**src/hdl/tbf_cfg.svh**
```systemverilog
// Purpose: constants of the translation buffer with fault ranking
// Assumes: 8 KB pages, 43-bit virtual addresses, 32-bit frame numbers
// Notes: register byte offsets, page entry field positions, response codes
`ifndef TBF_CFG_SVH
`define TBF_CFG_SVH

`define TBF_VA_W 43
`define TBF_PAGE_BITS 13
`define TBF_VPN_W 30
`define TBF_PFN_W 32
`define TBF_PA_W 45
`define TBF_TAG_W 5
`define TBF_ADDR_W 8

`define TBF_REG_SPACE_TAG 8'h00
`define TBF_REG_INV_SINGLE 8'h04
`define TBF_REG_INV_ALL 8'h08
`define TBF_REG_INV_PROC 8'h0C
`define TBF_REG_CHECK_VPN 8'h10
`define TBF_REG_CHECK_RES 8'h14
`define TBF_REG_STATUS 8'h18

`define TBF_PTE_VALID 0
`define TBF_PTE_FO_READ 1
`define TBF_PTE_FO_WRITE 2
`define TBF_PTE_FO_EXEC 3
`define TBF_PTE_GLOBAL 4
`define TBF_PTE_KRE 8
`define TBF_PTE_WE_BASE 12
`define TBF_PTE_PFN_LO 32

`define TBF_RESP_OKAY 2'h0
`define TBF_RESP_SLVERR 2'h2
`define TBF_LEVEL_LAST 2'h3

`endif

```
**src/hdl/tbf_pkg.sv**
```systemverilog
// Purpose: types shared by the translation buffer files
// Assumes: widths from tbf_cfg.svh
// Notes: fault flags are one bit per distinct exception vector
`include "tbf_cfg.svh"
package tbf_pkg;
    typedef enum logic [1:0] {
        TBF_KERNEL = 2'h0,
        TBF_EXEC_MODE = 2'h1,
        TBF_SUPER = 2'h2,
        TBF_USER = 2'h3
    } tbf_mode_type;

    typedef enum logic [1:0] {
        TBF_READ = 2'h0,
        TBF_WRITE = 2'h1,
        TBF_FETCH = 2'h2
    } tbf_access_type;

    typedef enum logic [2:0] {
        TBF_IDLE = 3'h1,
        TBF_LOOK = 3'h2,
        TBF_WALK = 3'h4
    } tbf_state_type;

    typedef struct packed {
        logic access_violation_fault;
        logic translation_not_valid_fault;
        logic fo_read;
        logic fo_write;
        logic fo_exec;
    } tbf_fault_type;

    typedef struct packed {
        logic [`TBF_VA_W-1:0] va;
        tbf_access_type access;
        tbf_mode_type mode;
    } tbf_req_type;

    typedef struct packed {
        logic [`TBF_PA_W-1:0] pa;
        tbf_fault_type fault;
    } tbf_rsp_type;
endpackage

```
**src/hdl/tbf_fault_rank.sv**
```systemverilog
// Purpose: rank raw memory management faults into one reported fault
// Assumes: raw flags computed for a single access
// Notes: purely combinational
module tbf_fault_rank (
    // raw flags
    input wire tbf_pkg::tbf_fault_type raw,
    // ranked, at most one bit set
    output tbf_pkg::tbf_fault_type ranked
);
    import tbf_pkg::*;

    wire any_acv = raw.access_violation_fault;
    wire any_tnv = raw.translation_not_valid_fault & ~any_acv;
    wire bits_ok = ~raw.access_violation_fault & ~raw.translation_not_valid_fault;
    // read fault bit taken first when read and write both flag
    wire pick_rd = bits_ok & raw.fo_read;
    wire pick_wr = bits_ok & raw.fo_write & ~raw.fo_read;
    wire pick_ex = bits_ok & raw.fo_exec & ~raw.fo_read & ~raw.fo_write;

    // violation over all, not-valid over fault bits
    assign ranked = '{access_violation_fault: any_acv, translation_not_valid_fault: any_tnv, fo_read: pick_rd,
                      fo_write: pick_wr, fo_exec: pick_ex};
endmodule

```
**src/hdl/tbf_top.sv**
```systemverilog
// Purpose: fully associative translation buffer with fault classification
// Assumes: AXI4-Lite register access, external page-table walker
// Notes: one lookup at a time; invalidations may land in any cycle
//
// The implementer's own choices: the register offsets and register access over AXI4-Lite.
`include "tbf_cfg.svh"
module tbf_top #(
    parameter int ENTRIES = 8,
    parameter int TAG_W = `TBF_TAG_W,
    parameter bit ASN_SUPPORT = 1'b1
) (
    // clock and reset
    input wire logic clk_sys,
    input wire logic rst,
    // pipeline lookup
    input wire logic req_valid,
    output logic req_ready,
    input wire tbf_pkg::tbf_req_type req,
    output logic rsp_valid,
    output tbf_pkg::tbf_rsp_type rsp,
    // page-table walker
    output logic walk_req,
    output logic [`TBF_VA_W-1:0] walk_va,
    input wire logic walk_done,
    input wire logic [1:0] walk_level,
    input wire logic [63:0] walk_pte,
    // AXI4-Lite write
    input wire logic [`TBF_ADDR_W-1:0] s_axi_awaddr,
    input wire logic s_axi_awvalid,
    output logic s_axi_awready,
    input wire logic [31:0] s_axi_wdata,
    input wire logic [3:0] s_axi_wstrb,
    input wire logic s_axi_wvalid,
    output logic s_axi_wready,
    output logic [1:0] s_axi_bresp,
    output logic s_axi_bvalid,
    input wire logic s_axi_bready,
    // AXI4-Lite read
    input wire logic [`TBF_ADDR_W-1:0] s_axi_araddr,
    input wire logic s_axi_arvalid,
    output logic s_axi_arready,
    output logic [31:0] s_axi_rdata,
    output logic [1:0] s_axi_rresp,
    output logic s_axi_rvalid,
    input wire logic s_axi_rready
);
    import tbf_pkg::*;

    localparam int IDX_W = (ENTRIES > 1) ? $clog2(ENTRIES) : 1;
    // two codes reserved: one for global entries, one for empty slots
    localparam logic [TAG_W-1:0] TAG_EMPTY = '1;
    localparam logic [TAG_W-1:0] TAG_GLOBAL = TAG_EMPTY - 1'b1;
    localparam logic [TAG_W-1:0] HIGHEST_TAG = TAG_EMPTY - 3'h3;
    localparam logic [IDX_W-1:0] LAST_IDX = IDX_W'(ENTRIES - 1);

    // one entry per slot; the tag field also encodes empty and global
    logic [`TBF_VPN_W-1:0] ent_vpn [ENTRIES];
    logic [TAG_W-1:0] ent_tag [ENTRIES];
    logic [`TBF_PFN_W-1:0] ent_pfn [ENTRIES];
    logic [7:0] ent_prot [ENTRIES];
    logic [2:0] ent_fbit [ENTRIES];

    tbf_state_type state;
    tbf_req_type req_q;
    logic [TAG_W-1:0] cur_tag;
    logic [`TBF_VPN_W-1:0] chk_vpn;
    logic check_present;
    logic [IDX_W-1:0] repl_ptr;
    tbf_fault_type raw_fault;
    tbf_fault_type ranked_fault;

    function automatic logic tbf_match(input logic [`TBF_VPN_W-1:0] evpn,
                                       input logic [TAG_W-1:0] etag,
                                       input logic [`TBF_VPN_W-1:0] vpn,
                                       input logic [TAG_W-1:0] tag);
        tbf_match = (etag != TAG_EMPTY) && (evpn == vpn) &&
                    ((etag == TAG_GLOBAL) || (etag == tag));
    endfunction

    // protection byte: read enables in [3:0], write enables in [7:4]
    function automatic logic tbf_prot_ok(input logic [7:0] prot,
                                         input tbf_mode_type mode,
                                         input tbf_access_type acc);
        // fetch counts as read intent
        tbf_prot_ok = (acc == TBF_WRITE) ? prot[4 + 32'(mode)]
                                         : prot[32'(mode)];
    endfunction

    // ---------------- AXI4-Lite slave ----------------
    logic aw_held, w_held;
    logic [`TBF_ADDR_W-1:0] aw_addr_q;
    logic [31:0] w_data_q;
    wire wr_fire = aw_held & w_held & ~s_axi_bvalid;
    wire wr_swap = wr_fire & (aw_addr_q == `TBF_REG_SPACE_TAG);
    wire wr_inv_one = wr_fire & (aw_addr_q == `TBF_REG_INV_SINGLE);
    wire wr_inv_all = wr_fire & (aw_addr_q == `TBF_REG_INV_ALL);
    wire wr_inv_proc = wr_fire & (aw_addr_q == `TBF_REG_INV_PROC);
    wire wr_chk = wr_fire & (aw_addr_q == `TBF_REG_CHECK_VPN);
    wire wr_known = wr_swap | wr_inv_one | wr_inv_all | wr_inv_proc | wr_chk;
    // without tag support a context swap acts as a process flush
    wire flush_proc = wr_inv_proc | (wr_swap & ~ASN_SUPPORT);
    wire any_inv = wr_inv_one | wr_inv_all | flush_proc;
    wire [`TBF_VPN_W-1:0] w_vpn = w_data_q[`TBF_VPN_W-1:0];

    wire ar_take = s_axi_arvalid & s_axi_arready;
    wire rd_tag = s_axi_araddr == `TBF_REG_SPACE_TAG;
    wire rd_chk = s_axi_araddr == `TBF_REG_CHECK_VPN;
    wire rd_res = s_axi_araddr == `TBF_REG_CHECK_RES;
    wire rd_sts = s_axi_araddr == `TBF_REG_STATUS;
    wire rd_wo = (s_axi_araddr == `TBF_REG_INV_SINGLE) |
                 (s_axi_araddr == `TBF_REG_INV_ALL) |
                 (s_axi_araddr == `TBF_REG_INV_PROC);
    wire [31:0] status_word = {14'h0, ~state[0], ASN_SUPPORT,
                               16'(HIGHEST_TAG)};
    wire [31:0] rd_word = rd_tag ? 32'(cur_tag) :
                          rd_chk ? 32'(chk_vpn) :
                          rd_res ? {31'h0, check_present} :
                          rd_sts ? status_word : 32'h0;
    wire rd_ok = rd_tag | rd_chk | rd_res | rd_sts | rd_wo;

    always_ff @(posedge clk_sys or posedge rst) begin
        if (rst) begin
            aw_held <= 1'b0;
            w_held <= 1'b0;
            aw_addr_q <= '0;
            w_data_q <= 32'h0;
            s_axi_bvalid <= 1'b0;
            s_axi_bresp <= `TBF_RESP_OKAY;
        end else begin
            if (s_axi_awvalid & s_axi_awready) begin
                aw_held <= 1'b1;
                aw_addr_q <= s_axi_awaddr;
            end
            if (s_axi_wvalid & s_axi_wready) begin
                w_held <= 1'b1;
                w_data_q <= s_axi_wdata;
            end
            if (wr_fire) begin
                aw_held <= 1'b0;
                w_held <= 1'b0;
                s_axi_bvalid <= 1'b1;
                s_axi_bresp <= wr_known ? `TBF_RESP_OKAY : `TBF_RESP_SLVERR;
            end else if (s_axi_bready) begin
                s_axi_bvalid <= 1'b0;
            end
        end
    end

    assign s_axi_awready = ~aw_held;
    assign s_axi_wready = ~w_held;
    assign s_axi_arready = ~s_axi_rvalid;

    always_ff @(posedge clk_sys or posedge rst) begin
        if (rst) begin
            s_axi_rvalid <= 1'b0;
            s_axi_rdata <= 32'h0;
            s_axi_rresp <= `TBF_RESP_OKAY;
        end else if (ar_take) begin
            s_axi_rvalid <= 1'b1;
            s_axi_rdata <= rd_word;
            s_axi_rresp <= rd_ok ? `TBF_RESP_OKAY : `TBF_RESP_SLVERR;
        end else if (s_axi_rready) begin
            s_axi_rvalid <= 1'b0;
        end
    end

    // ---------------- buffer match ----------------
    wire [TAG_W-1:0] eff_tag = ASN_SUPPORT ? cur_tag : '0;
    wire [`TBF_VPN_W-1:0] lk_vpn = req_q.va[`TBF_VA_W-1:`TBF_PAGE_BITS];
    logic [ENTRIES-1:0] hit_lk, hit_chk, ent_valid, ent_glob, kill;
    for (genvar i = 0; i < ENTRIES; i++) begin : g_ent
        assign hit_lk[i] = tbf_match(ent_vpn[i], ent_tag[i], lk_vpn, eff_tag);
        assign hit_chk[i] = tbf_match(ent_vpn[i], ent_tag[i], chk_vpn, eff_tag);
        assign ent_valid[i] = ent_tag[i] != TAG_EMPTY;
        assign ent_glob[i] = ent_tag[i] == TAG_GLOBAL;
        // single invalidate drops the page under every tag
        assign kill[i] = wr_inv_all | (flush_proc & ~ent_glob[i]) |
                         (wr_inv_one & (ent_vpn[i] == w_vpn));
    end

    logic [IDX_W-1:0] hit_idx;
    always_comb begin
        hit_idx = '0;
        for (int i = ENTRIES - 1; i >= 0; i--) begin
            if (hit_lk[i]) begin
                hit_idx = IDX_W'(i);
            end
        end
    end

    wire lk_hit = |hit_lk;
    wire in_look = state == TBF_LOOK;
    wire in_walk = state == TBF_WALK;
    wire walk_end = in_walk & walk_done;
    wire last_lvl = walk_level == `TBF_LEVEL_LAST;
    wire pte_v = walk_pte[`TBF_PTE_VALID];
    // never cache an invalid entry; a colliding flush forces a re-walk
    wire install = walk_end & last_lvl & pte_v & ~any_inv;

    // ---------------- fault classification ----------------
    wire [7:0] pte_prot = walk_pte[`TBF_PTE_WE_BASE+3:`TBF_PTE_KRE];
    wire [2:0] pte_fbit = walk_pte[`TBF_PTE_FO_EXEC:`TBF_PTE_FO_READ];
    wire [7:0] use_prot = in_look ? ent_prot[hit_idx] : pte_prot;
    wire [2:0] use_fbit = in_look ? ent_fbit[hit_idx] : pte_fbit;
    wire prot_bad = ~tbf_prot_ok(use_prot, req_q.mode, req_q.access);
    wire upper_bad = walk_end & ~last_lvl & ~pte_v;
    wire upper_acv = upper_bad & ~walk_pte[`TBF_PTE_KRE];
    wire leaf_chk = in_look | (walk_end & last_lvl);
    always_comb begin
        raw_fault.access_violation_fault = upper_acv | (leaf_chk & prot_bad);
        raw_fault.translation_not_valid_fault = upper_bad | (walk_end & last_lvl & ~pte_v);
        raw_fault.fo_read = leaf_chk & use_fbit[0] & (req_q.access == TBF_READ);
        raw_fault.fo_write = leaf_chk & use_fbit[1] & (req_q.access == TBF_WRITE);
        raw_fault.fo_exec = leaf_chk & use_fbit[2] & (req_q.access == TBF_FETCH);
    end

    tbf_fault_rank u_rank (
        .raw(raw_fault),
        .ranked(ranked_fault)
    );

    // a valid leaf goes back to lookup; a faulting walk answers now
    wire answer_hit = in_look & lk_hit;
    wire answer_walk = walk_end & ~(last_lvl & pte_v);
    wire [`TBF_PA_W-1:0] hit_pa = {ent_pfn[hit_idx], req_q.va[`TBF_PAGE_BITS-1:0]};
    wire req_take = req_valid & req_ready;
    wire tbf_state_type next_state =
        req_take ? TBF_LOOK :
        (in_look & ~lk_hit) ? TBF_WALK :
        (answer_hit | answer_walk) ? TBF_IDLE :
        walk_end ? TBF_LOOK : state;

    always_ff @(posedge clk_sys or posedge rst) begin
        if (rst) begin
            state <= TBF_IDLE;
            req_ready <= 1'b1;
            req_q <= '0;
            rsp_valid <= 1'b0;
            rsp <= '0;
            walk_req <= 1'b0;
            walk_va <= '0;
        end else begin
            state <= next_state;
            req_ready <= next_state == TBF_IDLE;
            rsp_valid <= answer_hit | answer_walk;
            walk_req <= next_state == TBF_WALK;
            if (req_take) begin
                req_q <= req;
            end
            if (in_look & ~lk_hit) begin
                walk_va <= req_q.va;
            end
            if (answer_hit | answer_walk) begin
                rsp.pa <= answer_hit ? hit_pa : '0;
                rsp.fault <= ranked_fault;
            end
        end
    end

    // ---------------- context and check registers ----------------
    always_ff @(posedge clk_sys or posedge rst) begin
        if (rst) begin
            cur_tag <= '0;
            chk_vpn <= '0;
            check_present <= 1'b0;
            repl_ptr <= '0;
        end else begin
            if (wr_swap) begin
                cur_tag <= w_data_q[TAG_W-1:0];
            end
            if (wr_chk) begin
                chk_vpn <= w_vpn;
            end
            check_present <= |hit_chk;
            // round robin keeps a just-filled page from being the next victim
            if (install) begin
                repl_ptr <= (repl_ptr == LAST_IDX) ? '0 : repl_ptr + 1'b1;
            end
        end
    end

    // ---------------- entry storage ----------------
    always_ff @(posedge clk_sys or posedge rst) begin
        if (rst) begin
            for (int i = 0; i < ENTRIES; i++) begin
                ent_tag[i] <= TAG_EMPTY;
            end
        end else begin
            for (int i = 0; i < ENTRIES; i++) begin
                if (kill[i]) begin
                    ent_tag[i] <= TAG_EMPTY;
                end else if (install && repl_ptr == IDX_W'(i)) begin
                    ent_tag[i] <= walk_pte[`TBF_PTE_GLOBAL] ? TAG_GLOBAL : eff_tag;
                end
            end
        end
    end

    always_ff @(posedge clk_sys) begin
        if (install) begin
            ent_vpn[repl_ptr] <= walk_va[`TBF_VA_W-1:`TBF_PAGE_BITS];
            ent_pfn[repl_ptr] <= walk_pte[`TBF_PTE_PFN_LO+`TBF_PFN_W-1:`TBF_PTE_PFN_LO];
            ent_prot[repl_ptr] <= pte_prot;
            ent_fbit[repl_ptr] <= pte_fbit;
        end
    end
endmodule

```
**config.mk**
```make
export PLATFORM = sky130hd
export DESIGN_NAME = tbf_top
export DESIGN_NICKNAME = d
export VERILOG_FILES = /design/src/hdl/tbf_pkg.sv /design/src/hdl/tbf_fault_rank.sv /design/src/hdl/tbf_top.sv
export VERILOG_INCLUDE_DIRS = /design/src /design/src/hdl
export SDC_FILE = /design/constraint.sdc
export NUM_CORES = 2
export LEC_CHECK = 0
export BUFFER_PORTS_ARGS = -buffer_cell sky130_fd_sc_hd__clkbuf_2
export CORE_MARGIN = 4
export CORE_UTILIZATION = 40
export CTS_BUF_LIST = sky130_fd_sc_hd__clkbuf_4 sky130_fd_sc_hd__clkbuf_8 sky130_fd_sc_hd__clkbuf_16
export CTS_CLUSTER_SIZE = 20
export DETAILED_ROUTE_END_ITERATION = 8
export GPL_TIMING_DRIVEN = 0
export PLACE_DENSITY = 0.54
export SLEW_MARGIN = 20
export SYNTH_ARGS = -nofsm -noshare
export SYNTH_HDL_FRONTEND = slang
export SYNTH_SLANG_ARGS = --single-unit
export TNS_END_PERCENT = 10
```
**constraint.sdc**
```tcl
create_clock -name clk_sys -period 27.3 [get_ports clk_sys]
set_clock_uncertainty 0.05 [all_clocks]
set_input_delay 4.095 -clock clk_sys [delete_from_list [all_inputs] [get_ports clk_sys]]
set_output_delay 4.095 -clock clk_sys [all_outputs]
set_load 0.02 [all_outputs]
```
**After elaboration in Yosys (flattened, before gate mapping)**

Memory sizes are Yosys's and may differ from the RTL's.
Index checks and enable logic that the tools add are counted.

- Memories kept: 4
- Output and inout port bits: 137
- Logic and storage cells: 345
- Input port bits: 174
- Flip-flop bits (word level): 303
- RAM bits: 584

- Eq/ne operators: 72
- Bitwise logic cells: 110
- Reductions and logical operators: 66
- Order comparisons: 2
- Mux-type cells: 54
- $add $sub $neg: 2

Memory list:

| name | depth | bits a word | read ports | clocked after Yosys merged registers in | wr ports | line | source |
|---|---|---|---|---|---|---|---|
| ent_pfn | 8 | 32 | 1 | 0 | 1 | tbf_top.sv:59 | `` logic [`TBF_PFN_W-1:0] ent_pfn [ENTRIES]; `` |
| ent_vpn | 8 | 30 | 8 | 0 | 1 | tbf_top.sv:57 | `` logic [`TBF_VPN_W-1:0] ent_vpn [ENTRIES]; `` |
| ent_prot | 8 | 8 | 1 | 0 | 1 | tbf_top.sv:60 | `logic [7:0] ent_prot [ENTRIES];` |
| ent_fbit | 8 | 3 | 1 | 0 | 1 | tbf_top.sv:61 | `logic [2:0] ent_fbit [ENTRIES];` |

Operators by type and width:

| operator | count |
|---|---|
| equality test 30 bit | 24 |
| 2-to-1 mux 5 bit | 17 |
| 2-to-1 mux 30 bit | 2 |
| AND 1 bit | 54 |
| 2-to-1 mux 45 bit | 1 |
| 2-to-1 mux 3 bit | 14 |
| equality test 5 bit | 8 |
| equality test 5 bit, second input constant | 8 |
| logical AND 1 bit | 40 |
| != test 5 bit, second input constant | 8 |
| 2-to-1 mux 18 bit | 2 |
| equality test 8 x 4 -> 1 bit, second input constant | 4 |
| equality test 8 x 5 -> 1 bit, second input constant | 4 |
| bitwise OR 1 bit | 32 |
| inverter 1 bit | 24 |
| nonzero test 2 bit | 12 |
| equality test 3 bit, second input constant | 6 |
| equality test 8 x 3 -> 1 bit, second input constant | 2 |
| zero test 8 bit | 2 |
| OR reduction 8 bit | 2 |
| 2-to-1 mux 1 bit | 13 |
| equality test 3 x 2 -> 1 bit, second input constant | 3 |
| logical OR 1 bit | 8 |
| 2-to-1 mux 8 bit | 1 |
| 12 further kinds | 15 |

**Logic depth before layout (Yosys ltp)**

An unclocked memory read counts as a cell.

- Depth in word-level cells: 25
- Gate-level depth with buffers: 17
- Depth with buffers taken out: 12

**By module**

A second synthesis with hierarchy kept.

- Cells, all modules: 3,272
- Area total of the unflattened synthesis: 41,539.8 µm²

By module, submodules not included:

| module | area each (µm²) | seq. area each (µm²) | times used | cells an instance |
|---|---|---|---|---|
| tbf_top | 41,454.8 | 25,071.5 | 1 | 3,262 |
| tbf_fault_rank | 85.1 | 0.0 | 1 | 10 |

**Least setup slack after synthesis**

No wires, ideal clock.

- Kind: input to register
- Start point: in walk_done
- End point: mem ent_fbit[0][0] (enable)
- Buffers on the path: 0
- Library setup time: 0.685 ns
- Setup slack: 15.015 ns
- Arrival: 11.550 ns
- Stages on the path: 4
- Path through: and3_1 -> and3_1 -> nand3_1 -> nor4_1

- Longest elaborated chain between the ends: 6

RTL lines:

| what | line | source |
|---|---|---|
| start: declaration | tbf_top.sv:24 | `input wire logic walk_done,` |
| AND 1 bit | tbf_top.sv:194 | `wire walk_end = in_walk & walk_done;` |
| AND 1 bit (3 in a row) | tbf_top.sv:198 | `wire install = walk_end & last_lvl & pte_v & ~any_inv;` |
| 2-to-1 mux 1 bit | tbf_top.sv:300 | `if (install) begin` |
| 2-to-1 mux 1 bit (not written as such) | tbf_top.sv:304 | `ent_fbit[repl_ptr] <= pte_fbit;` |
| end: declaration | tbf_top.sv:61 |  |

Every way passes these cells.

**Worst setup path after layout**

- Start point: in walk_done
- End point: mem ent_pfn[2][6] (netlist bit) (enable)

- Longest elaborated chain between the ends: 6

RTL lines:

| what | line | source |
|---|---|---|
| AND 1 bit | tbf_top.sv:194 |  |
| AND 1 bit (3 in a row) | tbf_top.sv:198 |  |
| 2-to-1 mux 1 bit | tbf_top.sv:300 |  |
| 2-to-1 mux 1 bit | tbf_top.sv:302 | `` ent_pfn[repl_ptr] <= walk_pte[`TBF_PTE_PFN_LO+`TBF_PFN_W-1:`TBF_PTE_PFN_LO]; `` |
| end: declaration | tbf_top.sv:59 |  |

Every way passes these cells.

==> summary.txt <==
Outcome
  – Outcome: completed

STA
  – Period utilization: 25.4%
  – Unrepaired setup endpoints after global routing: false
  – Max Clk Rate: about 0.14 GHz
  – Final setup violation count: 0
  – Fin crit period: 6.94 ns
  – Setup_tns: 0 ns
  – Slew @ Worst Pin: 1.31 ns
  – Final hold vios: 0
  – Fin. max-slew vios: 0
  – Slew headroom: about an eighth

Global route
  – Vias in the first global route: about 28000
  – Total Routing Usage GR: between 20% and 30%
  – Met2 Usage GRT: 44.3%
  – Grt ovf: 0
  – Met1 GRT Util: between 30% and 40%
  – First-pass GRT wire length: roughly 210000 µm
  – Largest net degree at the start of global routing: 100
  – Initial antenna violation count: 12
  – GRT met3 Usage: 6.47%
  – Busiest grt layer: met2

Floorplan
  – Top-Level Pins: roughly 310
  – Core Region: about 0.10 mm²
  – Initial cell density of the core: between 40% and 50%
  – Die Span X: 330 µm
  – Row Count: roughly 120
  – DIE AREA: roughly 0.11 mm²
  – Die height: between 300 and 400 µm

Setup path
  – R2R Path End: rsp[28]
  – CP arrival: 7.27 ns
  – Crit Path Class: in2reg
  – CP Max Fanout: 8
  – Crit path required time: about 28 ns
  – Startpoint Class: primary input
  – Worst R2R Start: lk_vpn[16]
  – Reg-to-reg slack, setup: roughly 21 ns
  – FF-to-FF path depth: 15
  – Worst setup EP type: flip-flop

Power and ir drop
  – Final Power: 0.00483 W
  – VDD IR max: 0.0734 mV
  – Sequential group share of total power: 38.9%
  – Power Density: ~99 mW/mm²
  – Comb power frac: roughly a third
  – Leak pwr: 18.7 nW
  – NetSw: roughly 0.0018 W
  – Internal power: ~0.003 W
  – Sw Share: 38.1%
  – Clock Power Share: roughly 29%

Clock tree
  – CTS clock-pin slew for the worst setup and hold paths: ~0.06 ns
  – Post-CTS setup buffer count: 0
  – Post-cts sizing count: 0
  – Hold buffers post-CTS: 0
  – H-tree levels: 3
  – Bufs on Longest Clock Path: 3
  – Root buffer cell: clkbuf_16
  – Cts bufs inserted: 99
  – CTS sink count: slightly below 900
  – Clock Latency Late Sink: 0.71 ns
  – CTS tree: done

Final layout
  – Multi-input logic area: between 0.015 and 0.02 mm²
  – Area grow syn2layout: 18.2%
  – Final design utilization: between 40 and 50%
  – Nets: 3800
  – Design area: 0.0490 mm²
  – Layout cell share with drive strength beyond 1: about 25%
  – Filler cells: between 9000 and 10000
  – FF/Latch Area: 0.0251 mm²

Route
  – Via count: a little under 30000
  – Router iterations before antenna repair: 5
  – Vias per cell: around 5.7
  – Wirelength per Cell: between 30 and 40 µm
  – Routed Antenna Nets: 0
  – Residual DRC count: 0
  – WL final: 154000 µm
  – Initial DRC count: between 3000 and 4000

Synth
  – Mapped Area: 0.0415 mm²
  – FFs w/ async S/R, synth: about 34%
  – EDFF count, synth: roughly 600
  – Syn_area_per_cell: ~13 µm²
  – Flip-flop and latch count after synthesis: around 880
  – Seq/Total Area, Yosys: roughly three fifths
  – Cells after Synth: ~3100
  – Main synth FF type: edfxtp_1
  – Most frequent cells after synthesis: edfxtp_1, xor2_1, xnor2_1, dfrtp_1, nand2_1
  – Synth area leaders: edfxtp_1, dfrtp_1, xor2_1
  – Most frequent cell after synthesis: edfxtp_1
  – Area share of the largest cell type after synthesis: ~42%
  – Count of cell types in the netlist: 79
  – Warnings, synthesis: 0
  – Largest area contributor in the netlist: edfxtp_1

Worst hold path
  – Hold Path Class: reg2reg
  – WHS Path Cells: 2
  – Hold endpoint: s_axi_bresp[1]
  – Hold wc startpoint: s_axi_bresp[1]

Placed design
  – RD Place Congestion: roughly 0.97
  – DP Area: roughly 0.046 mm²
  – Port buffer count: 279
  – Detail Placement HPWL: 104000 µm

Run
  – Max-Cap Viols: 0
[registers in the layout, summed over array words and instances (netlist names), 3 cells and up]
name and count:
aw_addr_q 8, chk_vpn 30, cur_tag 5, ent_fbit 24, ent_pfn 256, ent_prot 64
ent_tag 40, ent_vpn 240, hit_pa 13, lk_vpn 30, repl_ptr 3, req_q 4
rsp 50, s_axi_rdata 30, state 3, w_data_q 30, walk_va 43
[metrics by stage]
step | hold WS [ns] | cells | worst slack, ns
4_1_cts | 0.429 | 5075 | 20.36
6_report | 0.427 | 5079 | 20.36
3_5_place_dp | 0.416 | 4887 | 19.64
3_3_place_gp | 0.412 | 4788 | 7.38
5_1_grt | 0.437 | 5075 | 20.09
2_1_floorplan | 0.429 | 3141 | 14.96
[kinds of logic after synthesis]
group | count (synthesis) | synth area share, %
AO/OA/AOI/OAI | 383 | 6.47
XOR/XNOR | 752 | 15.9
adder cells (fa/ha/maj) | 6 | 0.181
buffers and inverters | 217 | 2.41
flip-flops | 883 | 60.5
multiplexers | 256 | 6.68
other | 1 | 0.00905
AND/OR/NAND/NOR | 640 | 7.87
[cells in the final DEF, fill, tap and decap left out, types with 90 or more instances in the layout]
master / netlist / routed
mux2i_1: 90 / 90
nor2_1: 113 / 112
nand2_1: 169 / 169
nor4_1: 117 / 113
clkbuf_16: 0 / 103
xnor2_1: 352 / 352
mux2_2: 166 / 166
xor2_1: 400 / 400
nand4_1: 102 / 102
dfrtp_1: 257 / 257
clkbuf_2: 0 / 333
edfxtp_1: 584 / 584
[metal layers]
metal  routed length (µm)  vias up
met2                70400     1454
met1                62100    14600
met4                 7320       10
met3                14200      352
met5                   64        -
li1                     -    12400
[worst max path at each step]
stage	from	to	slack, ns
2_1_floorplan	rst	aw_addr_q[0]	14.96
3_5_place_dp	walk_done	ent_pfn[2][12]	19.64
5_1_grt	walk_done	ent_pfn[2][12]	20.09
6_report	walk_done	ent_pfn[2][6]	20.36
3_3_place_gp	walk_done	ent_pfn[2][12]	7.38
4_1_cts	walk_done	ent_pfn[2][12]	20.36
[power groups by stage]
stage	clock network (W)	registers, W	logic (W)
after floorplan	0	0.00181	0.000867
after global placement	0	0.00190	0.00150
after detailed placement	0	0.00190	0.00151
after CTS	0.00142	0.00187	0.00152
after global routing	0.00148	0.00189	0.00160
final	0.00140	0.00188	0.00155
[final cells by class]
cell class	count	area share, %
timing repair buffer	378	4.48
antenna	4	0.0204
clock buffer	152	6.21
multi-input combinational	2041	31.6
buffer	195	2.01
tap	1368	3.49
inverter	22	0.184
sequential	883	51.2
clock inverter	36	0.881
[critical path, stage by stage]
cell and delay (ns):
clkbuf_2 0.08, and3_1 0.16, and3_1 0.26, nand3_1 0.31, nor4_2 0.60, buf_2 0.35
buf_2 0.28, buf_2 0.26, buf_2 0.22, buf_4 0.18, buf_2 0.21, buf_2 0.24
Note: power is estimated with default switching activity, not from simulation.
